File: src/shared/flash_host_pkg.sv
`default_nettype none
package flash_host_pkg;
    // ==========================================================
    // Clock and timing
    localparam int CLK_MHZ = 10;
    localparam int ACCESS_NS = 70;
    localparam int WE_LOW_NS = 35;
    localparam int WE_HIGH_NS = 25;
    localparam int CLEAR_PULSE_NS = 500;
    localparam int POST_CLEAR_NS = 50;
    // Least times, rounded up to whole cycles
    localparam int ACCESS_CYC = (ACCESS_NS * CLK_MHZ + 999) / 1000;
    localparam int WE_LOW_CYC = (WE_LOW_NS * CLK_MHZ + 999) / 1000;
    localparam int WE_HIGH_CYC = (WE_HIGH_NS * CLK_MHZ + 999) / 1000;
    localparam int CLEAR_CYC = (CLEAR_PULSE_NS * CLK_MHZ + 999) / 1000;
    localparam int POST_CLEAR_CYC = (POST_CLEAR_NS * CLK_MHZ + 999) / 1000;
    // ==========================================================
    // Sequence steps and data line enable masks
    localparam logic [1:0] STEP_FIRST = 2'h0;
    localparam logic [1:0] STEP_FAST = 2'h2;
    localparam logic [1:0] STEP_DATA = 2'h3;
    localparam logic [15:0] DQ_ALL = 16'hFFFF;
    localparam logic [15:0] DQ_BYTE_WR = 16'h80FF;
    localparam logic [15:0] DQ_BYTE_RD = 16'h8000;
    localparam logic [15:0] DQ_NONE = 16'h0000;
    // ==========================================================
    // User operations
    typedef enum logic [1:0] {OP_READ, OP_WRITE, OP_PROGRAM, OP_CLEAR} op_e;
endpackage : flash_host_pkg
`default_nettype wire

File: src/rtl/flash_host_ctrl.sv
`timescale 1ns/100ps
`default_nettype none
module flash_host_ctrl
    import flash_host_pkg::*;
#(
    parameter logic [21:0] UNLOCK_ADDR_A = 22'h000555,
    parameter logic [21:0] UNLOCK_ADDR_B = 22'h0002AA,
    parameter logic [15:0] UNLOCK_DATA_A = 16'h00AA,
    parameter logic [15:0] UNLOCK_DATA_B = 16'h0055,
    parameter logic [15:0] PROGRAM_CMD = 16'h00A0
) (
    // Clock and reset
    input wire logic clk,
    input wire logic nrst,
    // User command port
    input wire logic cmdValid,
    input wire logic [1:0] cmdOp,
    input wire logic [22:0] cmdAddr,
    input wire logic [15:0] cmdData,
    input wire logic byteMode,
    input wire logic fastMode,
    input wire logic accelReq,
    output logic cmdReady,
    output logic rdValid,
    output logic [15:0] rdData,
    output logic opAborted,
    output logic deviceBusy,
    // Flash pins
    output logic flashCeN,
    output logic flashOeN,
    output logic flashWeN,
    output logic flashResetN,
    output logic flashByteN,
    output logic [21:0] flashAddr,
    output logic [15:0] dqOut,
    output logic [15:0] dqOe,
    input wire logic [15:0] dqIn,
    input wire logic busy_output_n,
    output logic protect_accel_pin,
    output logic high_program_voltage
);
    // ==========================================================
    // State
    typedef enum logic [2:0] {S_IDLE, S_RD, S_WR_LOW, S_WR_HIGH, S_CLR} state_e;

    state_e state_reg;
    logic [7:0] cnt_reg;
    logic [7:0] holdoff_reg;
    logic [1:0] step_reg;
    logic [22:0] addr_reg;
    logic [15:0] data_reg;
    logic hv_reg;
    logic ceN_reg, oeN_reg, weN_reg, resetN_reg, byteN_reg;
    logic [21:0] pinAddr_reg;
    logic [15:0] dqOut_reg, dqOe_reg, rdData_reg;
    logic rdValid_reg, aborted_reg;

    function automatic logic [21:0] step_addr(input logic [1:0] s, input logic [22:0] a);
        case (s)
            2'h0: step_addr = UNLOCK_ADDR_A;
            2'h1: step_addr = UNLOCK_ADDR_B;
            2'h2: step_addr = UNLOCK_ADDR_A;
            default: step_addr = a[22:1];
        endcase
    endfunction : step_addr

    function automatic logic [15:0] step_data(input logic [1:0] s, input logic [15:0] d);
        case (s)
            2'h0: step_data = UNLOCK_DATA_A;
            2'h1: step_data = UNLOCK_DATA_B;
            2'h2: step_data = PROGRAM_CMD;
            default: step_data = d;
        endcase
    endfunction : step_data

    // ==========================================================
    // Decode
    wire logic isRead = (cmdOp == OP_READ);
    wire logic cmdAccept = cmdValid && cmdReady;
    // Reads wait out the post-clear delay; writes and clears do not
    assign cmdReady = (state_reg == S_IDLE) && (!isRead || holdoff_reg == 8'h00);
    wire logic fastSeq = fastMode || accelReq;
    wire logic [1:0] firstStep = (cmdOp == OP_PROGRAM) ? (fastSeq ? STEP_FAST : STEP_FIRST)
                                                       : STEP_DATA;
    wire logic cntDone = (cnt_reg == 8'h00);
    wire logic [7:0] cntDec = cnt_reg - 8'h01;
    wire logic [1:0] stepNext = step_reg + 2'h1;
    // In byte width line 15 carries the lowest address bit
    wire logic [15:0] stepWord = step_data(step_reg, data_reg);
    wire logic [15:0] wrBus = !byteN_reg ? {addr_reg[0], 7'h00, stepWord[7:0]}
                                         : stepWord;
    wire logic [15:0] wrOe = !byteN_reg ? DQ_BYTE_WR : DQ_ALL;
    wire logic [15:0] rdBus = byteMode ? {cmdAddr[0], 15'h0000} : DQ_NONE;
    wire logic [15:0] rdOe = byteMode ? DQ_BYTE_RD : DQ_NONE;
    wire logic [15:0] rdWord = byteN_reg ? dqIn : {8'h00, dqIn[7:0]};

    // ==========================================================
    // Sequencer
    always_ff @(posedge clk) begin
        if (!nrst) begin
            state_reg <= S_IDLE;
            cnt_reg <= 8'h00;
            holdoff_reg <= 8'h00;
            step_reg <= STEP_FIRST;
            addr_reg <= 23'h000000;
            data_reg <= 16'h0000;
            hv_reg <= 1'b0;
            ceN_reg <= 1'b1;
            oeN_reg <= 1'b1;
            weN_reg <= 1'b1;
            resetN_reg <= 1'b1;
            byteN_reg <= 1'b1;
            pinAddr_reg <= 22'h000000;
            dqOut_reg <= 16'h0000;
            dqOe_reg <= DQ_NONE;
            rdData_reg <= 16'h0000;
            rdValid_reg <= 1'b0;
            aborted_reg <= 1'b0;
        end else begin
            rdValid_reg <= 1'b0;
            if (holdoff_reg != 8'h00) begin
                holdoff_reg <= holdoff_reg - 8'h01;
            end
            // High voltage only while an accelerated program is wanted
            if (!accelReq) begin
                hv_reg <= 1'b0;
            end
            case (state_reg)
                S_IDLE: begin
                    if (cmdAccept) begin
                        addr_reg <= cmdAddr;
                        data_reg <= cmdData;
                        byteN_reg <= !byteMode;
                        step_reg <= firstStep;
                        hv_reg <= accelReq && (cmdOp == OP_PROGRAM);
                        aborted_reg <= 1'b0;
                        case (cmdOp)
                            OP_READ: begin
                                // Full access delay every time covers standby exit
                                ceN_reg <= 1'b0;
                                oeN_reg <= 1'b0;
                                pinAddr_reg <= cmdAddr[22:1];
                                dqOut_reg <= rdBus;
                                dqOe_reg <= rdOe;
                                cnt_reg <= 8'(ACCESS_CYC);
                                state_reg <= S_RD;
                            end
                            OP_CLEAR: begin
                                resetN_reg <= 1'b0;
                                ceN_reg <= 1'b1;
                                oeN_reg <= 1'b1;
                                dqOe_reg <= DQ_NONE;
                                aborted_reg <= !busy_output_n || hv_reg;
                                cnt_reg <= 8'(CLEAR_CYC - 1);
                                state_reg <= S_CLR;
                            end
                            default: begin
                                cnt_reg <= 8'(WE_LOW_CYC);
                                state_reg <= S_WR_HIGH;
                            end
                        endcase
                    end
                end
                S_RD: begin
                    if (cntDone) begin
                        rdData_reg <= rdWord;
                        rdValid_reg <= 1'b1;
                        ceN_reg <= 1'b1;
                        oeN_reg <= 1'b1;
                        dqOe_reg <= DQ_NONE;
                        state_reg <= S_IDLE;
                    end else begin
                        cnt_reg <= cntDec;
                    end
                end
                S_WR_HIGH: begin
                    // Setup gap before each strobe, output enable kept high
                    if (cntDone) begin
                        oeN_reg <= 1'b1;
                        ceN_reg <= 1'b0;
                        weN_reg <= 1'b0;
                        pinAddr_reg <= step_addr(step_reg, addr_reg);
                        dqOut_reg <= wrBus;
                        dqOe_reg <= wrOe;
                        cnt_reg <= 8'(WE_LOW_CYC - 1);
                        state_reg <= S_WR_LOW;
                    end else begin
                        cnt_reg <= cntDec;
                    end
                end
                S_WR_LOW: begin
                    if (cntDone) begin
                        weN_reg <= 1'b1;
                        ceN_reg <= 1'b1;
                        cnt_reg <= 8'(WE_HIGH_CYC);
                        if (step_reg == STEP_DATA) begin
                            state_reg <= S_IDLE;
                        end else begin
                            step_reg <= stepNext;
                            state_reg <= S_WR_HIGH;
                        end
                    end else begin
                        cnt_reg <= cntDec;
                    end
                end
                S_CLR: begin
                    if (cntDone) begin
                        resetN_reg <= 1'b1;
                        holdoff_reg <= 8'(POST_CLEAR_CYC);
                        state_reg <= S_IDLE;
                    end else begin
                        cnt_reg <= cntDec;
                    end
                end
                default: state_reg <= S_IDLE;
            endcase
        end
    end

    // ==========================================================
    // Outputs
    assign flashCeN = ceN_reg;
    assign flashOeN = oeN_reg;
    assign flashWeN = weN_reg;
    assign flashResetN = resetN_reg;
    assign flashByteN = byteN_reg;
    assign flashAddr = pinAddr_reg;
    assign dqOut = dqOut_reg;
    // Data lines stay driven after a write until the next read or clear resets the enables
    assign dqOe = dqOe_reg;
    assign rdData = rdData_reg;
    assign rdValid = rdValid_reg;
    assign opAborted = aborted_reg;
    assign deviceBusy = !busy_output_n;
    // Pin always driven high when not accelerating, never floating
    assign protect_accel_pin = 1'b1;
    assign high_program_voltage = hv_reg;

    // ==========================================================
    // Assertions
    property p_cmd_levels;
        @(posedge clk) disable iff (!nrst) !flashWeN |-> (!flashCeN && flashOeN);
    endproperty
    a_cmd_levels: assert property (p_cmd_levels) else $error("write strobe without select");

    property p_fast_start;
        @(posedge clk) disable iff (!nrst)
            (cmdAccept && cmdOp == OP_PROGRAM && fastSeq) |=> (step_reg == STEP_FAST);
    endproperty
    a_fast_start: assert property (p_fast_start) else $error("fast program not two cycles");

    property p_norm_start;
        @(posedge clk) disable iff (!nrst)
            (cmdAccept && cmdOp == OP_PROGRAM && !fastSeq) |=> (step_reg == STEP_FIRST);
    endproperty
    a_norm_start: assert property (p_norm_start) else $error("normal program not four cycles");

    property p_hv_cause;
        @(posedge clk) disable iff (!nrst)
            $rose(high_program_voltage) |-> $past(cmdAccept && cmdOp == OP_PROGRAM && accelReq);
    endproperty
    a_hv_cause: assert property (p_hv_cause) else $error("high voltage outside program");

    property p_hv_noread;
        @(posedge clk) disable iff (!nrst) high_program_voltage |-> flashOeN;
    endproperty
    a_hv_noread: assert property (p_hv_noread) else $error("read under high voltage");

    property p_clear_width;
        @(posedge clk) disable iff (!nrst) $fell(flashResetN) |-> !flashResetN [*5];
    endproperty
    a_clear_width: assert property (p_clear_width) else $error("clear pulse too short");

    property p_post_clear;
        @(posedge clk) disable iff (!nrst) $rose(flashResetN) |-> flashOeN [*2];
    endproperty
    a_post_clear: assert property (p_post_clear) else $error("read too soon after clear");

    property p_abort_flag;
        @(posedge clk) disable iff (!nrst)
            (cmdAccept && cmdOp == OP_CLEAR && !busy_output_n) |=> opAborted;
    endproperty
    a_abort_flag: assert property (p_abort_flag) else $error("abort not reported");

    property p_byte_lines;
        @(posedge clk) disable iff (!nrst)
            (!flashByteN && !(flashOeN && flashWeN)) |-> (dqOe[15] && dqOe[14:8] == 7'h00);
    endproperty
    a_byte_lines: assert property (p_byte_lines) else $error("byte width line misuse");

    c_read: cover property (@(posedge clk) disable iff (!nrst) rdValid);
    c_fast: cover property (@(posedge clk) disable iff (!nrst)
        cmdAccept && cmdOp == OP_PROGRAM && accelReq);
    c_clear: cover property (@(posedge clk) disable iff (!nrst) $rose(flashResetN));
endmodule : flash_host_ctrl
`default_nettype wire

File: config.mk
export PLATFORM = sky130hd
export DESIGN_NAME = flash_host_ctrl
export DESIGN_NICKNAME = d
export VERILOG_FILES = /design/src/shared/flash_host_pkg.sv /design/src/rtl/flash_host_ctrl.sv
export SDC_FILE = /design/constraint.sdc
export NUM_CORES = 1
export LEC_CHECK = 0
export BUFFER_PORTS_ARGS = -buffer_cell sky130_fd_sc_hd__buf_2
export CAP_MARGIN = 20
export CORE_ASPECT_RATIO = 0.75
export CORE_MARGIN = 4
export CORE_UTILIZATION = 24
export CTS_CLUSTER_SIZE = 24
export DETAILED_ROUTE_END_ITERATION = 6
export PLACE_DENSITY = 0.44
export SYNTH_ARGS = -nofsm -noshare
export SYNTH_HDL_FRONTEND = slang
export SYNTH_SLANG_ARGS = --single-unit
File: constraint.sdc
create_clock -name clk -period 4.7 [get_ports clk]
set_input_delay 0.705 -clock clk [delete_from_list [all_inputs] [get_ports clk]]
set_output_delay 0.705 -clock clk [all_outputs]
set_load 0.05 [all_outputs]
==> flow_summary.ini, run 1 <==
[grt]
grt_util_all_layers_pct = 13.7
grt_pass1_vias = 5128
grt_max_degree = 74
overflow = 0
grt_antenna_before_repair = 2
grt_pass1_wl_mm = 29.1

[cells_and_area]
nets = 886
multi_input_area_um2 = 2930
syn_to_final_growth_pct = 26.6
fillCellCount = 2514
layout.cells.non_filler = 1123
regArea_um2 = 2500
largest_reg_flops = 23
drive_gt1_share_pct = 23.2
antenna_cells = 0

[yosys]
synth_top_cell_by_area = dfxtp_1
syn_avg_cell_area_um2 = 8.16
synth_edf_count = 0
synthMuxAreaShare_pct = 0.519
synth_common_cells = nand2_1 (171), dfxtp_1 (125), a21boi_0 (65)
ys.flop_type = dfxtp_1
synth.net_count = 785
synth_xor_area_share_pct = 1.06
yosys_warnings = 0
synth_top_area_share_pct = 43.2
netlist_area_um2 = 5790
syn_inst = 709
async_flop_share_pct = 0
yosysMostFrequentCell = nand2_1
synth_fa_ha_area_share_pct = 2.59
synth_compound_area_share_pct = 22.5
synth_cell_type_count = 55
yosys.area_share.simple_pct = 23.5
yosys-top-cells-area = dfxtp_1 (43%), nand2_1 (11%), a21boi_0 (8.4%)
synth_top_family_by_area = simple AND/OR/NAND/NOR gates
yosysSeqAreaShare_pct = 43.2
synth_seq_cells = 125

[setup_path]
r2r_cells = 5
crit_end = cmdReady
crit_required_ns = 3.99
cp_data_arrival_time_ns = 2.54
worstSetupEndpointType = output pin
critical_path_class = reg -> out
reg2reg_from = holdoff_reg[2]$_SDFF_PN0_
critPathLaunch = holdoff_reg[2]$_SDFF_PN0_
worstPathMaxFanout = 7
rrSetupSlack_ns = 1.58
crit_path_start_kind = flop
r2r_end = dqOut[5]$_SDFFE_PN0P_

[clock_network]
post_cts_buffers = 0
cts_resized = 0
cts_tree = done
htreeDepth = 4
cts_num_sinks = 125
root_buffer = clkbuf_16
clk_pin_slew_ns = 0.06
clockBufferDepth = 2
ctsHoldBuffers = 0
cts_made_buffers = 17
worstSkewPairLatency_ns = 0.41

[min_path]
hold_depth = 2
hp-class = reg -> reg

[placed_design]
dp_hpwl_mm = 12.3
io_buffers = 143
placed_cells = 1089
routabilityCongestion = 0.742

[die]
start_util_pct = 24.8
core_area_um2 = 23400
rows = 48
dieArea_um2 = 26700
num_io_pins = 145
die_h_um = 142
dieWidth_um = 187

[timing]
hold_viol_final = 0
rsz0062_at_grt = no
slew_viol_final = 0
relSlewSlack_pct = 31.4
setup_violations = 0
period_minus_slack_ns = 3.24
worst_slew_pin_slew_ns = 1.03
setup-tns-final_ns = 0
finalCritPeriodShare_pct = 69.0
max_freq_mhz = 309
skew_ns = 0.00954

[pwr]
p_int_uw = 2810
peakVddDrop_mv = 0.311
leakage_uw = 0.00320
switching_power_uw = 1830
seq_power_share_pct = 31.7
p_sw_share_pct = 39.5
clock_power_share_pct = 32.0
power_frac_comb_pct = 36.2
power.density_nw_per_um2 = 634

[route]
dr.pass1.iters = 5
vias_per_cell = 4.66
ant_nets = 0
vias = 5234
drt-total-wl_mm = 18.1
post_drt_wl_per_cell_um = 16.1
drtIter0Drc = 425
drc = 0

[job]
maxCapViolCount = 0

[status]
status = finished, final reports clean
[metal layers]
metal  GRT usage, %  share of wire [%]
met5              0               0.12
met4           3.62               0.77
met3           5.25                8.6
met2           19.9                 41
met1           19.0                 49
[cells in the final DEF (no fill, tap or decap), drive strengths merged, types with 9 or more instances in the layout]
cell type,instances
a21boi,72
a21oi,30
buf,152
clkbuf,20
dfxtp,125
ha,12
inv,14
nand2,171
nand3,44
nor2,21
nor2b,14
nor3,11
o211a,17
o21ai,11
o311ai,9
or3,9
[critical path, stage by stage (launching register included)]
cell	delay [ns]
dfxtp_1	0.33
or4_4	0.57
or4b_1	0.70
a21oi_1	0.23
buf_2	0.29
[power by group through the flow]
stage                     logic, uW  registers (uW)  clock network, uW
after floorplan                1040            1680                  0
after global placement         1690            1500                  0
after detailed placement       1680            1490                  0
after CTS                      1690            1470               1530
after global routing           1890            1510               1580
final                          1680            1470               1490
[per-stage QoR]
step / worst slack (ns) / utilization (%) / power [uW] / hold WS, ns / cell area, um^2
floorplan: 1.68 / - / 2710 / 0.435 / 5790
CTS: 1.40 / 31.2 / 4690 / 0.450 / 7290
global placement: 1.58 / 28.4 / 3180 / 0.436 / 6630
detailed placement: 1.52 / 28.4 / 3170 / 0.444 / 6630
global route: 1.30 / 31.4 / 4980 / 0.475 / 7330
finish: 1.46 / 31.4 / 4640 / 0.449 / 7330
[how the worst min path moves through the flow]
stage,slack [ns],from,end
after floorplan,0.44,addr_reg[21]$_SDFFE_PN0P_,addr_reg[21]$_SDFFE_PN0P_
after global placement,0.44,dqOe[15]$_SDFFE_PN0P_,dqOe[15]$_SDFFE_PN0P_
after detailed placement,0.44,dqOe[15]$_SDFFE_PN0P_,dqOe[15]$_SDFFE_PN0P_
after CTS,0.45,dqOe[15]$_SDFFE_PN0P_,dqOe[15]$_SDFFE_PN0P_
after global routing,0.48,data_reg[1]$_SDFFE_PN0P_,data_reg[1]$_SDFFE_PN0P_
final,0.45,dqOe[15]$_SDFFE_PN0P_,dqOe[15]$_SDFFE_PN0P_
[cell type report]
| class | instances | area share, % |
|---|---|---|
| Multi-Input combinational cell | 500 | 40.0 |
| Sequential cell | 125 | 34.2 |
| Timing Repair Buffer | 152 | 10.9 |
| Clock buffer | 20 | 6.10 |
| Tap cell | 300 | 5.12 |
| Clock inverter | 12 | 2.95 |
| Inverter | 14 | 0.717 |
[kinds of logic (layout without fill, tap and decap cells)]
family | Yosys count | count (layout)
and+or+nand+nor | 300 | 300
AOI/OAI and AO/OA | 177 | 177
DFF | 125 | 125
buffers and inverters | 84 | 198
adders and majority gates | 12 | 12
xor gates and xnor gates | 7 | 7
muxes | 3 | 3
other | 1 | 1
Note: power is estimated with default switching activity, not from simulation.
==> run 2: changes to the inputs <==
- ABC_AREA: unset -> 1
- clock period: 4.7 -> 3 ns (I/O delays scaled with it)
==> run 2 against run 1 <==
  * First-iteration DRC count shrank 36%
  * Final area down 0.68%
  * Die area grew 0.82%
  * Sequential power increased by 56%
  * Clock power up 27%
  * Combinational power up 110%
  * Area after synthesis is 0.86% higher
  * Critical endpoint is now flashAddr[15]$_SDFFE_PN0P_
==> flow_summary.ini, run 2 <==
[clock_network]
cts_tree = done
ctsHoldBuffers = 0
cts_num_sinks = 125
cts_resized = 0
clk_pin_slew_ns = 0.06
worstSkewPairLatency_ns = 0.42
cts_made_buffers = 17
post_cts_buffers = 0
htreeDepth = 4
root_buffer = clkbuf_16
clockBufferDepth = 2

[yosys]
yosys-top-cells-area = dfxtp_1 (43%), nand2_1 (11%), a21oi_1 (8.5%)
synth_seq_cells = 125
ys.flop_type = dfxtp_1
yosys_warnings = 0
synth_common_cells = nand2_1 (167), dfxtp_1 (125), a21oi_1 (99)
netlist_area_um2 = 5840
syn_inst = 819
yosysSeqAreaShare_pct = 42.9
yosysMostFrequentCell = nand2_1
synth_cell_type_count = 28
async_flop_share_pct = 0
synth_edf_count = 0
synth_top_cell_by_area = dfxtp_1
synth_top_area_share_pct = 42.9
syn_avg_cell_area_um2 = 7.13
synth.net_count = 895

[pwr]
power.density_nw_per_um2 = 1060
power_uw = 7710
peakVddDrop_mv = 0.486
leakage_uw = 0.00327
seq_power_share_pct = 29.7
p_sw_share_pct = 46.0
switching_power_uw = 3540
clock_power_share_pct = 24.5
p_int_uw = 4170
power_frac_comb_pct = 45.9

[setup_path]
crit_path_start_kind = flop
crit_required_ns = 3.26
critical_path_class = reg -> reg
cp_data_arrival_time_ns = 2.62
worstSetupEndpointType = flop
worstPathMaxFanout = 32

[timing]
slew_viol_final = 0
skew_ns = 0.0117
hold_viol_final = 0
max_freq_mhz = 424
relSlewSlack_pct = 33.2
finalCritPeriodShare_pct = 78.6
setup-tns-final_ns = 0
period_minus_slack_ns = 2.36
worst_slew_pin_slew_ns = 0.994
rsz0062_at_grt = no
setup_violations = 0

[die]
dieWidth_um = 188
die_h_um = 143
start_util_pct = 24.4
rows = 49
core_area_um2 = 24000
num_io_pins = 145
dieArea_um2 = 26900

[cells_and_area]
fillCellCount = 2685
final_common_cell = nand2_1
drive_gt1_share_pct = 21.8
largest_reg_flops = 23
nets = 1010
multi_input_area_um2 = 2720
syn_to_final_growth_pct = 24.6
layout_common_cells = nand2_1 (167), buf_2 (143), dfxtp_1 (125), a21oi_1 (99), nand3_1 (87)
regArea_um2 = 2500

[placed_design]
io_buffers = 143
routabilityCongestion = 0.784
dp_hpwl_mm = 12.9

[route]
dr.pass1.iters = 5
post_drt_wl_per_cell_um = 14.9
drtIter0Drc = 272
drt-total-wl_mm = 19.0
ant_nets = 0
drc = 0
vias_per_cell = 4.37
vias = 5593

[grt]
grtUsageMet2_pct = 21.0
grt_antenna_before_repair = 0
use_met1_pct = 21.0
busiest_layer = met1
grt_pass1_wl_mm = 30.3
grt_pass1_vias = 5372
grt_util_all_layers_pct = 14.3
overflow = 0
use_met3_pct = 3.71
grt_max_degree = 69

[status]
status = finished, final reports clean

[min_path]
hp-class = in -> reg

[job]
maxCapViolCount = 0
==> run 2: cells by family after synthesis <==
| kind of cell | count (synthesis) | synth area share, % |
|---|---|---|
| XOR/XNOR | 6 | 0.900 |
| AO/OA/AOI/OAI | 200 | 18.3 |
| AND/OR/NAND/NOR | 340 | 24.8 |
| other | 1 | 0.0642 |
| flip-flops | 125 | 42.9 |
| buffers and inverters | 135 | 10.5 |
| adder cells (fa/ha/maj) | 12 | 2.57 |
==> run 2: final cells by class <==
| class | instances | area share [%] |
|---|---|---|
| Timing Repair Buffer | 155 | 11.2 |
| Antenna cell | 1 | 0.0344 |
| Clock inverter | 10 | 0.894 |
| Inverter | 76 | 3.92 |
| Clock buffer | 22 | 6.38 |
| Multi-Input combinational cell | 559 | 37.4 |
| Sequential cell | 125 | 34.4 |
| Tap cell | 331 | 5.69 |
==> run 2: metrics by stage <==
| stage | utilization, % | hold slack, ns | setup WS, ns | instance area (um^2) | std cells |
|---|---|---|---|---|---|
| after detailed placement | 28.1 | 0.439 | 0.603 | 6740 | 1246 |
| after CTS | 30.3 | 0.239 | 0.599 | 7270 | 1278 |
| after global routing | 30.3 | 0.245 | 0.397 | 7270 | 1278 |
| final | 30.4 | 0.256 | 0.642 | 7280 | 1279 |
| after global placement | 28.1 | 0.437 | 0.689 | 6740 | 1246 |
| after floorplan | - | 0.425 | 1.03 | 5840 | 819 |
==> run 2: final timing paths <==
| kind | from | endpoint | slack (ns) | cells past startpoint |
|---|---|---|---|---|
| max | cnt_reg[0]$_SDFFE_PN0P_ | flashAddr[15]$_SDFFE_PN0P_ | 0.64 | 9 |
| min | dqIn[12] | rdData[12]$_SDFFE_PN0P_ | 0.26 | 3 |
| max reg2reg | cnt_reg[0]$_SDFFE_PN0P_ | flashAddr[15]$_SDFFE_PN0P_ | 0.64 | 9 |
| min reg2reg | addr_reg[21]$_SDFFE_PN0P_ | addr_reg[21]$_SDFFE_PN0P_ | 0.45 | 2 |
==> run 2: power by group through the flow <==
stage               logic [uW]  registers, uW  clock network, uW
floorplan                 2300           2730                  0
global route              4000           2340               2020
detailed placement        3560           2320                  0
finish                    3540           2290               1890
global placement          3570           2320                  0
CTS                       3580           2290               1940
==> run 2: critical path, stage by stage, from the launching register on <==
cell     delay (ns)
dfxtp_1        0.29
inv_1          0.14
ha_1           0.17
nand3_1        0.13
nor2_4         0.27
nor2_2         0.09
a21oi_4        0.28
nand2_2        0.53
nand2_1        0.20
a21oi_1        0.09
==> run 2: per-layer routing <==
layer / share of wire, % / vias up / wire (um)
met4: 0.79 / 0 / 151
li1: - / 2896 / -
met5: 0 / - / 0
met3: 5.8 / 14 / 1100
met1: 52 / 2527 / 9960
met2: 41 / 156 / 7790
